$ cat config.mk
export PLATFORM = sky130hd
export DESIGN_NAME = fcr_regs
export DESIGN_NICKNAME = d
export VERILOG_FILES = /design/src/fcr_wait.v /design/src/fcr_regs.v
export VERILOG_INCLUDE_DIRS = /design/src
export SDC_FILE = /design/constraint.sdc
export NUM_CORES = 1
export LEC_CHECK = 0
export ABC_CLOCK_PERIOD_IN_PS = 2700
export BUFFER_PORTS_ARGS = -buffer_cell sky130_fd_sc_hd__buf_2
export CELL_PAD_IN_SITES_DETAIL_PLACEMENT = 0
export CELL_PAD_IN_SITES_GLOBAL_PLACEMENT = 1
export CORE_MARGIN = 5
export CORE_UTILIZATION = 36
export CTS_CLUSTER_DIAMETER = 80
export CTS_CLUSTER_SIZE = 40
export DETAILED_ROUTE_END_ITERATION = 12
export PLACE_DENSITY_LB_ADDON = 0.1
export SYNTH_ARGS = -nofsm -noshare
export SYNTH_HDL_FRONTEND = slang
export SYNTH_SLANG_ARGS = --single-unit
$ cat constraint.sdc
create_clock -name ref_clk -period 2.7 [get_ports ref_clk]
set_clock_uncertainty 0.1 [all_clocks]
set_input_delay 0.54 -clock ref_clk [delete_from_list [all_inputs] [get_ports ref_clk]]
set_output_delay 0.54 -clock ref_clk [all_outputs]
set_load 0.1 [all_outputs]
$ cat src/fcr_map.vh
// fcr_map.vh: offsets, field positions, reset values and keys of the flash register block
// assumes: included by bare name, plain verilog-2005
`ifndef FCR_MAP_VH
`define FCR_MAP_VH
// ----------------------------------------
// register offsets (byte addresses)
// ----------------------------------------
`define FCR_BASE_ADDR 32'h40022000
`define FCR_OFS_ACC 8'h00
`define FCR_OFS_KEY 8'h04
`define FCR_OFS_OKEY 8'h08
`define FCR_OFS_STS 8'h0C
`define FCR_OFS_OPC 8'h10
`define FCR_OFS_ADDR 8'h14
`define FCR_OFS_GAP 8'h18
`define FCR_OFS_OBS 8'h1C
`define FCR_OFS_WRP 8'h20
// ----------------------------------------
// field positions
// ----------------------------------------
`define FCR_ACC_WS_HI 2
`define FCR_ACC_PFE 4
`define FCR_ACC_PFA 5
`define FCR_STS_BUSY 0
`define FCR_STS_PERR 2
`define FCR_STS_WPERR 4
`define FCR_STS_DONE 5
`define FCR_OPC_PG 0
`define FCR_OPC_PER 1
`define FCR_OPC_MER 2
`define FCR_OPC_OBP 4
`define FCR_OPC_OBE 5
`define FCR_OPC_STA 6
`define FCR_OPC_LOCK 7
`define FCR_OPC_OBWEN 9
`define FCR_OPC_ERROR_IRQ_ENABLE 10
`define FCR_OPC_DONEIE 12
`define FCR_OPC_MASK 32'h000016F7
// ----------------------------------------
// reset values, codes, keys, timing
// ----------------------------------------
`define FCR_ACC_RST 32'h00000000
`define FCR_STS_RST 32'h00000000
`define FCR_OPC_RST 32'h00000080
`define FCR_ZERO32 32'h00000000
`define FCR_WS_ZERO 3'h0
`define FCR_WS_ONE 3'h1
`define FCR_ERASED 16'hFFFF
`define FCR_KEY1 32'h45670123
`define FCR_KEY2 32'hCDEF89AB
`define FCR_OP_CYCLES 8'h20
`endif

$ cat src/fcr_wait.v
// fcr_wait.v: read wait-state stretcher for one flash read
// assumes: ref_clk 100 mhz, reads requested as one-cycle pulses
`timescale 1ns/10ps
`default_nettype none
`include "fcr_map.vh"
module fcr_wait
(
  input wire ref_clk,
  input wire resetn,
  input wire clk_en,
  input wire [2:0] wait_state_count,
  input wire rd_req,
  output reg rd_ready_ff
);
  reg wait_ff;
  reg nxt_rd_ready;
  reg nxt_wait;
  // ----------------------------------------
  // stretch by one cycle on code one
  // ----------------------------------------
  always @*
  begin
    nxt_rd_ready = 1'b0;
    nxt_wait = 1'b0;
    if (wait_ff)
      nxt_rd_ready = 1'b1;
    else if (rd_req && wait_state_count == `FCR_WS_ONE)
      nxt_wait = 1'b1;
    else if (rd_req)
      nxt_rd_ready = 1'b1;
  end
  always @(posedge ref_clk or negedge resetn)
  begin
    if (!resetn)
    begin
      wait_ff <= 1'b0;
      rd_ready_ff <= 1'b0;
    end
    else if (clk_en)
    begin
      wait_ff <= nxt_wait;
      rd_ready_ff <= nxt_rd_ready;
    end
  end
endmodule // fcr_wait
`default_nettype wire

$ cat src/fcr_regs.v
// fcr_regs.v: apb register block of the embedded flash controller
// assumes: apb master on ref_clk, array status bits given as inputs
`timescale 1ns/10ps
`default_nettype none
`include "fcr_map.vh"
// Summary of operation
// wait-state field 000 gives zero wait, 001 one wait; other codes reserved
// prefetch enable bit 4 read-write; bit 5 shows prefetch actually active
// flash key register is write only, unlocks with key pair, reads zero
// option key register unlocks option programming, write only, reads zero
// busy bit 0 stays high while program or erase runs
// program error bit 2 set when target word was not erased
// protect error bit 4 set when program hits protected region
// done bit 5 set whenever program or erase finishes
// option status at 0x1C, protect register at 0x20, 0x18 unused
// lock bit 7 write-one only; locks controller and control register
// error enable bit 10 raises irq on program or protect error
// done enable bit 12 raises irq while done flag set
// error and done flags cleared by writing one, zero leaves them
// wrong key keeps lock engaged until next reset
module fcr_regs
(
  input wire ref_clk,
  input wire resetn,
  input wire clk_en,
  input wire psel,
  input wire penable,
  input wire pwrite,
  input wire [31:0] paddr,
  input wire [31:0] pwdata,
  output reg [31:0] prdata,
  output wire pready,
  output wire pslverr,
  input wire [15:0] target_old_data,
  input wire target_protected,
  input wire [31:0] option_status,
  input wire [31:0] protect_status,
  input wire flash_rd_req,
  output wire flash_rd_ready,
  output wire [31:0] target_addr,
  output wire op_pulse,
  output wire [2:0] wait_state_count,
  output wire prefetch_active,
  output wire irq
);
  // ----------------------------------------
  // state
  // ----------------------------------------
  reg [31:0] acc_ff;
  reg [31:0] opc_ff;
  reg [31:0] addr_ff;
  reg [5:0] sts_ff;
  reg [7:0] cnt_ff;
  reg key_stage_ff;
  reg unlocked_ff;
  reg okey_stage_ff;
  reg opt_unlocked_ff;
  reg key_dead_ff;
  reg okey_dead_ff;
  reg pfa_ff;
  reg op_pulse_ff;
  reg pg_pend_ff;
  reg [31:0] nxt_prdata;
  reg [5:0] nxt_sts;
  wire wr_en;
  wire rd_setup;
  wire pg_req;
  wire [7:0] ofs;
  wire busy;
  wire start_pg;
  wire start_er;
  wire start_op;
  wire pg_fault;
  wire finish;
  wire unmapped;
  assign ofs = paddr[7:0];
  assign wr_en = psel && penable && pwrite;
  // read data latched in setup so it already stands at the access edge
  assign rd_setup = psel && !penable && !pwrite;
  assign pready = 1'b1;
  assign unmapped = (paddr[31:8] != `FCR_BASE_ADDR >> 8 && paddr[31:8] != 24'h000000)
    || ofs == `FCR_OFS_GAP || ofs > `FCR_OFS_WRP || ofs[1:0] != 2'h0;
  assign pslverr = psel && penable && unmapped;
  assign busy = sts_ff[`FCR_STS_BUSY];
  assign wait_state_count = acc_ff[`FCR_ACC_WS_HI:0];
  assign prefetch_active = pfa_ff;
  assign target_addr = addr_ff;
  assign op_pulse = op_pulse_ff;
  // ----------------------------------------
  // operation starts
  // ----------------------------------------
  // address write arms a program; checked next cycle once the array shows the new word
  assign pg_req = wr_en && !unmapped && ofs == `FCR_OFS_ADDR && unlocked_ff && !busy
    && opc_ff[`FCR_OPC_PG] && !pg_pend_ff;
  assign start_pg = pg_pend_ff;
  assign start_er = wr_en && !unmapped && ofs == `FCR_OFS_OPC && unlocked_ff && !busy
    && pwdata[`FCR_OPC_STA] && (opc_ff[`FCR_OPC_PER] || opc_ff[`FCR_OPC_MER]
    || (opc_ff[`FCR_OPC_OBE] && opt_unlocked_ff));
  assign pg_fault = target_protected || target_old_data != `FCR_ERASED;
  assign start_op = (start_pg && !pg_fault) || start_er;
  assign finish = busy && cnt_ff == 8'h01;
  // ----------------------------------------
  // status flags: hardware set wins over clear
  // ----------------------------------------
  always @*
  begin
    nxt_sts = sts_ff;
    if (wr_en && !unmapped && ofs == `FCR_OFS_STS)
    begin
      if (pwdata[`FCR_STS_PERR])
        nxt_sts[`FCR_STS_PERR] = 1'b0;
      if (pwdata[`FCR_STS_WPERR])
        nxt_sts[`FCR_STS_WPERR] = 1'b0;
      if (pwdata[`FCR_STS_DONE])
        nxt_sts[`FCR_STS_DONE] = 1'b0;
    end
    if (start_pg && target_old_data != `FCR_ERASED)
      nxt_sts[`FCR_STS_PERR] = 1'b1;
    if (start_pg && target_protected)
      nxt_sts[`FCR_STS_WPERR] = 1'b1;
    if (finish)
    begin
      nxt_sts[`FCR_STS_DONE] = 1'b1;
      nxt_sts[`FCR_STS_BUSY] = 1'b0;
    end
    if (start_op)
      nxt_sts[`FCR_STS_BUSY] = 1'b1;
    nxt_sts[1] = 1'b0;
    nxt_sts[3] = 1'b0;
  end
  // ----------------------------------------
  // read mux
  // ----------------------------------------
  always @*
  begin
    nxt_prdata = `FCR_ZERO32;
    case (ofs)
      `FCR_OFS_ACC: nxt_prdata = {26'h0000000, pfa_ff, acc_ff[4:0]};
      `FCR_OFS_KEY: nxt_prdata = `FCR_ZERO32;
      `FCR_OFS_OKEY: nxt_prdata = `FCR_ZERO32;
      `FCR_OFS_STS: nxt_prdata = {26'h0000000, sts_ff};
      `FCR_OFS_OPC: nxt_prdata = opc_ff;
      `FCR_OFS_OBS: nxt_prdata = option_status;
      `FCR_OFS_WRP: nxt_prdata = protect_status;
      default: nxt_prdata = `FCR_ZERO32;
    endcase
    if (unmapped)
      nxt_prdata = `FCR_ZERO32;
  end
  // ----------------------------------------
  // registers
  // ----------------------------------------
  always @(posedge ref_clk or negedge resetn)
  begin
    if (!resetn)
    begin
      acc_ff <= `FCR_ACC_RST;
      opc_ff <= `FCR_OPC_RST;
      addr_ff <= `FCR_ZERO32;
      sts_ff <= 6'h00;
      cnt_ff <= 8'h00;
      key_stage_ff <= 1'b0;
      unlocked_ff <= 1'b0;
      okey_stage_ff <= 1'b0;
      opt_unlocked_ff <= 1'b0;
      key_dead_ff <= 1'b0;
      okey_dead_ff <= 1'b0;
      pfa_ff <= 1'b0;
      op_pulse_ff <= 1'b0;
      pg_pend_ff <= 1'b0;
      prdata <= `FCR_ZERO32;
    end
    else if (clk_en)
    begin
      sts_ff <= nxt_sts;
      op_pulse_ff <= start_op;
      pg_pend_ff <= pg_req;
      // status mirrors enable only when no array access is in flight
      if (!busy)
        pfa_ff <= acc_ff[`FCR_ACC_PFE];
      // limitation: a flag changing between setup and access shows on the next read
      if (rd_setup)
        prdata <= nxt_prdata;
      if (start_op)
        cnt_ff <= `FCR_OP_CYCLES;
      else if (busy && cnt_ff != 8'h00)
        cnt_ff <= cnt_ff - 8'h01;
      if (finish)
        opc_ff[`FCR_OPC_STA] <= 1'b0;
      if (wr_en && !unmapped)
      begin
        case (ofs)
          `FCR_OFS_ACC:
          begin
            acc_ff[`FCR_ACC_WS_HI:0] <= pwdata[`FCR_ACC_WS_HI:0];
            acc_ff[`FCR_ACC_PFE] <= pwdata[`FCR_ACC_PFE];
          end
          `FCR_OFS_KEY:
          begin
            // one wrong word kills the unlock path until reset
            if (key_dead_ff || unlocked_ff)
              key_dead_ff <= 1'b1;
            else if (!key_stage_ff && pwdata == `FCR_KEY1)
              key_stage_ff <= 1'b1;
            else if (key_stage_ff && pwdata == `FCR_KEY2)
            begin
              unlocked_ff <= 1'b1;
              opc_ff[`FCR_OPC_LOCK] <= 1'b0;
            end
            else
              key_dead_ff <= 1'b1;
          end
          `FCR_OFS_OKEY:
          begin
            if (okey_dead_ff || !unlocked_ff)
              okey_dead_ff <= 1'b1;
            else if (!okey_stage_ff && pwdata == `FCR_KEY1)
              okey_stage_ff <= 1'b1;
            else if (okey_stage_ff && pwdata == `FCR_KEY2)
            begin
              opt_unlocked_ff <= 1'b1;
              opc_ff[`FCR_OPC_OBWEN] <= 1'b1;
            end
            else
              okey_dead_ff <= 1'b1;
          end
          `FCR_OFS_OPC:
          begin
            if (unlocked_ff)
            begin
              opc_ff <= (pwdata & `FCR_OPC_MASK) | {31'h00000000, 1'b0}
                | (opc_ff & 32'h00000040);
              if (!opt_unlocked_ff)
                opc_ff[`FCR_OPC_OBWEN] <= 1'b0;
              if (pwdata[`FCR_OPC_STA] && !busy)
                opc_ff[`FCR_OPC_STA] <= 1'b1;
              if (pwdata[`FCR_OPC_LOCK])
              begin
                unlocked_ff <= 1'b0;
                opt_unlocked_ff <= 1'b0;
                key_stage_ff <= 1'b0;
                okey_stage_ff <= 1'b0;
                opc_ff[`FCR_OPC_LOCK] <= 1'b1;
              end
              else
                opc_ff[`FCR_OPC_LOCK] <= 1'b0;
            end
          end
          `FCR_OFS_ADDR:
            if (unlocked_ff && !busy)
              addr_ff <= pwdata;
          default:
            acc_ff <= acc_ff;
        endcase
      end
    end
  end
  // ----------------------------------------
  // interrupt
  // ----------------------------------------
  assign irq = (opc_ff[`FCR_OPC_ERROR_IRQ_ENABLE] && (sts_ff[`FCR_STS_PERR]
    || sts_ff[`FCR_STS_WPERR]))
    || (opc_ff[`FCR_OPC_DONEIE] && sts_ff[`FCR_STS_DONE]);
  // ----------------------------------------
  // read wait states
  // ----------------------------------------
  fcr_wait u_wait
  (
    .ref_clk(ref_clk),
    .resetn(resetn),
    .clk_en(clk_en),
    .wait_state_count(acc_ff[`FCR_ACC_WS_HI:0]),
    .rd_req(flash_rd_req),
    .rd_ready_ff(flash_rd_ready)
  );
endmodule // fcr_regs
`default_nettype wire

# --- After elaboration in Yosys (flattened, before gate mapping) ---
# Cells that the tools add are included.
totals:
  regBits: 104
  latchBits: 0
  ram_bits: 0
  mem_bits_ro: 0
  inputBits: 152
  output_inout_bits: 73
  elab_cells: 195
  n_memories: 0
classes:
  n_addsub: 1
  mul: 0
  div: 0
  magnitude_cmp: 1
  n_eq_ne: 28
  n_shift: 0
  n_mux: 55
  n_bitwise: 2
  n_reduce_logical: 85
op_table:
  columns: ["cell", "n"]
  rows:
  - ["case mux 32 bit (5 select lines)", 1]
  - ["two-way mux 1 bit", 41]
  - ["logical AND 1 bit", 33]
  - ["== test 32 x 31 -> 1 bit (second input constant)", 1]
  - ["== test 32 bit (second input constant)", 1]
  - ["== test 8 x 5 -> 1 bit (second input constant)", 4]
  - ["two-way mux 32 bit", 1]
  - ["!= test 2 bit (second input constant)", 14]
  - ["AND reduction 7 bit", 4]
  - ["!= test 24 x 23 -> 1 bit (second input constant)", 1]
  - ["nonzero test 24 bit", 1]
  - ["nonzero test 2 bit", 11]
  - ["== test 8 x 4 -> 1 bit (second input constant)", 2]
  - ["two-way mux 8 bit", 2]
  - ["!= test 16 bit (second input constant)", 1]
  - ["two-way mux 7 bit", 2]
  - ["OR 13 x 7 -> 13 bit", 1]
  - ["case mux 1 bit (2 select lines)", 6]
  - ["AND reduction 3 bit", 4]
  - ["logical OR 1 bit", 11]
  - ["two-way mux 10 bit", 1]
  - ["AND reduction 5 bit", 2]
  - ["zero test 1 bit", 9]
  - ["== test 8 x 1 -> 1 bit (second input constant)", 1]
  - ["13 further kinds", 17]

# --- Longest topological paths before layout ---
# Gate-level depths: netlist of the first run.
depth:
  depth_word: 15
  ltp_mapped: 8
  mapped_depth_nobuf: 7

# --- Modules after synthesis ---
# Synthesis of the first run repeated with hierarchy kept, for this count alone.
unflattened:
  hier_cells: 460
  hier_area_um2: 4974.8
modules_own_cells:
  columns: ["mod", "instances", "cells_each", "area_each_um2", "seq_area_each_um2"]
  rows:
  - ["fcr_regs", 1, 451, 4877.2, 2478.6]
  - ["fcr_wait", 1, 9, 97.6, 50.0]

# --- Worst setup path before layout of the first run ---
# No wires, ideal clock.
synth_timing:
  path_type: "input-to-output"
  from: "in paddr[2]"
  to: "out pslverr"
  arrival_ns: 2.497
  required_ns: 2.060
  slack_ns: -0.437
  cell_stages: 5
  path_buffers: 1
  path_cell_list: "nor4b_1 a21oi_1 nand4_1 buf_4 and3_1"
synth_via:
  elab_chain_len: 5
  elab_cells_between_ends: 6
  cone_classes: "1 x order compare; 1 x eq/ne; 4 x reduce/logical"
synth_lines:
  columns: ["element", "line", "source"]
  rows:
  - ["start: declaration", "fcr_regs.v:29", "input wire [31:0] paddr,"]
  - ["branches (longest 2 deep; another with > comparator 8 x 6 -> 1 bit)", null, null]
  - ["logical OR 1 bit (no line) *", null, null]
  - ["logical OR 1 bit *", "fcr_regs.v:81", "assign unmapped = (paddr[31:8] != `FCR_BASE_ADDR >> 8 && paddr[31:8] != 24'h000000)"]
  - ["logical AND 1 bit *", "fcr_regs.v:83", "assign pslverr = psel && penable && unmapped;"]
  - ["end: declaration", "fcr_regs.v:33", "output wire pslverr,"]
# Mark *: on every way between the ends.

# --- Final worst setup path of the first run ---
layout_timing:
  from: "in paddr[3]"
  to: "out pslverr"
# Same word-level chain as after synthesis.

==> metrics.cfg, run 1 <==
[run_status]
status=completed

[worst_hold_path]
holdCritPathClass=in2async

[route]
routed_wl_mm=16.2
drtAntennaViolNets=0
drc=0
wl_per_cell_um=18.9
avgViaCountPerCell=5.26
vias=4521
drt_iter0_markers=258
drtPass1Iterations=4

[die]
core_mm2=0.0139
dieWidth_um=129
die_area_mm2=0.0166
start_util_pct=36.7
pin_count=225
std_cell_rows=43
dieHeight_um=129

[power]
intPower_w=0.00239
power_density_mw_per_mm2=454
clkPwrFrac_pct=43.7
combPwrFrac_pct=8.2
switching_share_pct=24.0
switchingPower_w=0.000754
ir_worst_vdd_uv=312
power.leakage_nw=3.74
power_frac_seq_pct=48.1

[clock_network]
cts_buffer_depth=2
htreeDepth=3
cts_tree=done
cts-buffers-inserted=9
insertion_delay_ns=0.35
postCtsSetupBuffers=0
cts.sinks=101
ctsHoldBuffers=0
clock-root-buffer=clkbuf_16
clk_pin_slew_ns=0.08

[synth]
syn_area_mm2=0.00510
yosysMostFrequentCell=dfrtp_1
synthTopCellsByCount=dfrtp_1, a22o_1, nand2_1
ys_ff_latch=101
netlist.area_leader.share_pct=49.1
ys.flop_type=dfrtp_1
seq_area_frac_synth_pct=49.6
syn_nets=594
synth_edf_count=0
ys_types=60
yosysTopAreaCell=dfrtp_1
yosysWarnings=0
synth_cells=440
async_flop_share_pct=100
synth.area.top_cells=dfrtp_1, a22o_1, mux2_4
syn-mean-instance-area_um2=11.6

[sta]
whs_ns=0.101
rsz0062_at_grt=no
finalWorstSetupSlack_ns=0.0651
setup_violations=0
finalCritPeriodShare_pct=97.6
tns_ns=0
hold_violations=0
report.final.slew_viol_count=0
worst_pin_slew_ns=0.640
fmax_mhz=380
finalCriticalPeriod_ns=2.63
maxSlewHeadroom_pct=57.3

[placed_design]
io_buffers=223
dp_hpwl_mm=12.5
dp_slack_ns=-0.0177
routabilityCongestion=0.849

[setup_path]
reg2reg_slack_ns=0.57
max_stage_delay_ns=0.56
cp-start-kind=input pin
slowest_stage=or4_4
r2r-end=target_addr[14]$_DFFE_PN0P_
crit_buf_inv=2
cpLargestDelayFamily=simple AND/OR/NAND/NOR gates
required_ns=2.06
reg2reg_depth=6
path_cells=buf_2 -> or4_4 -> o21ai_2 -> nand4_1 -> and3_4 -> buf_12
worstReg2RegStart=unlocked_ff$_DFFE_PN0P_
cp_max_fo=3
crit_type=in2out
setup.worst_path.end_class=output pin
cp.arrival_ns=1.99

[cells_and_area]
syn_to_final_growth_pct=35.7
n_antenna_cell=0
final_layout_size_suffix_gt1_share_pct=48.2
nets=828

[global_routing]
grt_use_total_pct=19.3
antenna_found_initial=0
grt_start_max_net_pins=49
overflow=0
grt_pass1_vias=4644
grt_pass1_wl_mm=24.9

[job]
drv_cap=0

==> flip-flops by register name (all words and copies together), names as in the netlist, 4 cells and up <==
register / count
target_addr: 32
opc_ff: 10
prdata: 32
cnt_ff: 8
sts_ff: 4
acc_ff: 4
==> how the worst max path moves through the flow <==
stage	slack, ns	depth (start not counted)	end	startpoint
2_1_floorplan	0.08	5	pslverr	paddr[3]
3_3_place_gp	-0.08	8	okey_stage_ff$_DFFE_PN0P_	paddr[2]
3_5_place_dp	-0.02	7	target_addr[30]$_DFFE_PN0P_	paddr[3]
4_1_cts	0.003	7	pslverr	paddr[2]
5_1_grt	0.02	6	pslverr	paddr[3]
6_report	0.07	6	pslverr	paddr[3]
==> stage by stage <==
stage	power (W)	utilization [%]	area, um2	cells
final	0.00314	49.9	6920	859
after global routing	0.00326	49.9	6920	859
after CTS	0.00319	49.8	6910	859
after detailed placement	0.00180	47.5	6590	843
after global placement	0.00180	47.5	6590	843
after floorplan	0.00160	-	5110	440
==> routing by layer <==
| metal | track usage (%) | up-vias | wire [um] |
|---|---|---|---|
| met4 | 6.18 | 0 | 200 |
| met5 | 0 | - | 0 |
| met2 | 30.5 | 182 | 7570 |
| met1 | 26.3 | 2159 | 7070 |
| li1 | - | 2168 | - |
| met3 | 4.74 | 12 | 1380 |
==> final cells by class <==
| cell class | instances | area [um2] |
|---|---|---|
| Fill cell | 1315 | 6960 |
| Clock inverter | 6 | 77.6 |
| Clock buffer | 10 | 239 |
| Timing Repair Buffer | 253 | 1410 |
| Multi-Input combinational cell | 304 | 2420 |
| Sequential cell | 101 | 2530 |
| Inverter | 5 | 18.8 |
| Tap cell | 180 | 225 |
==> power groups by stage <==
stage | sequential (W) | clock, W | combinational (W)
6_report | 0.00151 | 0.00137 | 0.000258
5_1_grt | 0.00151 | 0.00146 | 0.000286
3_3_place_gp | 0.00154 | 0 | 0.000255
4_1_cts | 0.00151 | 0.00142 | 0.000261
2_1_floorplan | 0.00155 | 0 | 0.0000487
3_5_place_dp | 0.00154 | 0 | 0.000260
==> timing repair <==
action                     in CTS  in global routing
setup endpoints to repair       0                  1
hold endpoints to repair        0                  0
resized for setup               0                  2
==> logic make-up after synthesis <==
group | count (synthesis) | share of synthesized area [%]
mux | 43 | 11.6
compound gates | 121 | 18.6
xor+xnor | 7 | 1.20
fa+ha+maj | 2 | 0.491
simple gates | 130 | 14.7
other cells | 1 | 0.0735
flops | 101 | 49.6
buf+inv | 35 | 3.70
==> cells in the final DEF (no fill, tap or decap), types with 5 or more instances in the layout <==
cell type	instances
a21oi_1	7
nor4_1	13
buf_2	221
a21o_1	5
nand3_1	7
clkbuf_16	9
a22o_1	54
o21ai_0	20
xnor2_1	5
and4_1	7
mux2_4	29
a22oi_1	10
buf_4	27
inv_1	5
nand4_1	12
buf_12	5
nand2_1	39
mux2_2	14
nor2_1	16
dfrtp_1	100
Power figures use the tool's default switching activity.
==> inputs of run 2 (changes only) <==
- ABC_CLOCK_PERIOD_IN_PS: 2700 -> 2900
- clock period: 2.7 -> 2.9 ns (I/O delays scaled with it)
==> run 2 against run 1 <==
Effect of this change: die area unchanged; flip-flop and latch count unchanged; combinational power down 11%; total power down 5.4%; register-to-register slack better by 0.23 ns; largest power group unchanged.
==> metrics.cfg, run 2 (synthesized netlist as in run 1, its figures left out) <==
[placed_design]
dp.cells=835  ; -0.95%
dp_slack_ns=0.126  ; +0.143 ns
io_buffers=223  ; unchanged
dp_hpwl_mm=12.2  ; -1.9%
routabilityCongestion=0.879  ; +3.5%

[clock_network]
insertion_delay_ns=0.35  ; about the same
htreeDepth=3  ; unchanged
cts-buffers-inserted=9  ; unchanged
postCtsSetupBuffers=0  ; unchanged
ctsHoldBuffers=0  ; unchanged
cts-resized-gates=0  ; unchanged
cts.sinks=101  ; unchanged
cts_buffer_depth=2  ; unchanged
cts_tree=done
clk_pin_slew_ns=0.07  ; about the same
clock-root-buffer=clkbuf_16

[global_routing]
grt_pass1_wl_mm=24.9  ; about the same
grt_pass1_vias=4757  ; +2.4%
grt_use_total_pct=18.9  ; -0.36 points
antenna_found_initial=1  ; +1
grt_start_max_net_pins=46  ; -6.1%
overflow=0  ; unchanged

[cells_and_area]
utilization_pct=49.5  ; -0.35 points
mostFrequentLayoutCells=buf_2, dfrtp_1, a22o_1
final_common_cell=buf_2
nets=820  ; -0.97%
final_layout_size_suffix_gt1_share_pct=47.4  ; -0.77 points
syn_to_final_growth_pct=34.8
instances_no_fill=852  ; -0.81%

[setup_path]
setup.worst_path.end_class=output pin
cp-start-kind=input pin
required_ns=2.22  ; +0.16 ns
cp_max_fo=7  ; +4
crit_type=in2out
cp.arrival_ns=2.04  ; +0.05 ns

[route]
drtPass1Iterations=4  ; unchanged
drc=0  ; unchanged
routed_wl_mm=16.0  ; -1.6%
drt_iter0_markers=252  ; -2.3%
wl_per_cell_um=18.7  ; -0.78%
drtAntennaViolNets=0  ; unchanged
vias=4541  ; +0.44%
avgViaCountPerCell=5.33  ; +1.3%

[sta]
tns_ns=0  ; unchanged
report.final.slew_viol_count=0  ; unchanged
finalCriticalPeriod_ns=2.72
fmax_mhz=368
finalCritPeriodShare_pct=93.6
setup_violations=0  ; unchanged
worst_pin_slew_ns=0.684  ; +0.0444 ns
hold_violations=0  ; unchanged
rsz0062_at_grt=no
finalWorstSetupSlack_ns=0.185  ; +0.120 ns
maxSlewHeadroom_pct=54.0  ; -3.4 points

[run_status]
status=completed

[die]
start_util_pct=36.7  ; unchanged
pin_count=225  ; unchanged
dieWidth_um=129  ; unchanged
die_area_mm2=0.0166  ; unchanged
core_mm2=0.0139  ; unchanged
std_cell_rows=43  ; unchanged
dieHeight_um=129  ; unchanged

[job]
drv_cap=0  ; unchanged

[power]
power_density_mw_per_mm2=433  ; -4.7%
power.leakage_nw=3.71  ; -0.85%
ir_worst_vdd_uv=239  ; -23%

[worst_hold_path]
holdCritPathClass=in2async

==> run 2: cell types whose count changed in the layout (fill, tap and decap cells not counted), sizes merged <==
| cell | delta |
|---|---|
| clkbuf | -1 |
| bufinv | +1 |
| clkinvlp | -1 |
| buf | -8 |
| diode | +1 |
| clkinv | +1 |
==> run 2: final timing paths <==
kind	from	to	slack (ns)	depth (start not counted)
min	resetn	target_addr[13]$_DFFE_PN0P_	0.13	1
max in group asynchronous	resetn	opc_ff[7]$_DFFE_PN1P_	1.89	2
min in group ref_clk	pwdata[21]	target_addr[21]$_DFFE_PN0P_	0.37	2
max	paddr[3]	pslverr	0.18	6
min reg2reg	okey_dead_ff$_DFFE_PN0P_	okey_dead_ff$_DFFE_PN0P_	0.37	1
max reg2reg	unlocked_ff$_DFFE_PN0P_	target_addr[7]$_DFFE_PN0P_	0.80	6
==> run 2: per-stage QoR <==
step | area, um2 | power (W) | hold slack, ns
6_report | 6870 | 0.00297 | 0.128
5_1_grt | 6870 | 0.00310 | 0.181
3_5_place_dp | 6540 | 0.00167 | 0.351
2_1_floorplan | 5110 | 0.00149 | 0.184
3_3_place_gp | 6540 | 0.00167 | 0.356
4_1_cts | 6870 | 0.00301 | 0.159
==> run 2: where the power goes <==
group	switching, W	internal, W
Sequential	0.000000700	0.00141
Combinational	0.000129	0.000102
Clock	0.000563	0.000772
==> run 2: cell type report <==
cell class | count | area [um2]
diodes | 1 | 2.50
clock buffers | 9 | 225
clock inverters | 7 | 106
fillers | 1320 | 7010
inverters | 5 | 18.8
multi-input cells | 304 | 2410
flip-flops and latches | 101 | 2530
well taps | 180 | 225
repair buffers | 245 | 1360
==> run 2: layer usage <==
layer  GRT usage, %  vias to the layer above  wire length [um]
li1               -                     2147                 -
met1           25.3                     2203              7210
met2           30.4                      173              7370
met3           5.11                       18              1140
met4           5.56                        0               239
met5              0                        -                 0
==> run 2: worst max-delay path: stages <==
cell     delay, ns
buf_2         0.14
or4_4         0.55
o21ai_2       0.18
nand4_1       0.16
and3_2        0.26
buf_12        0.16
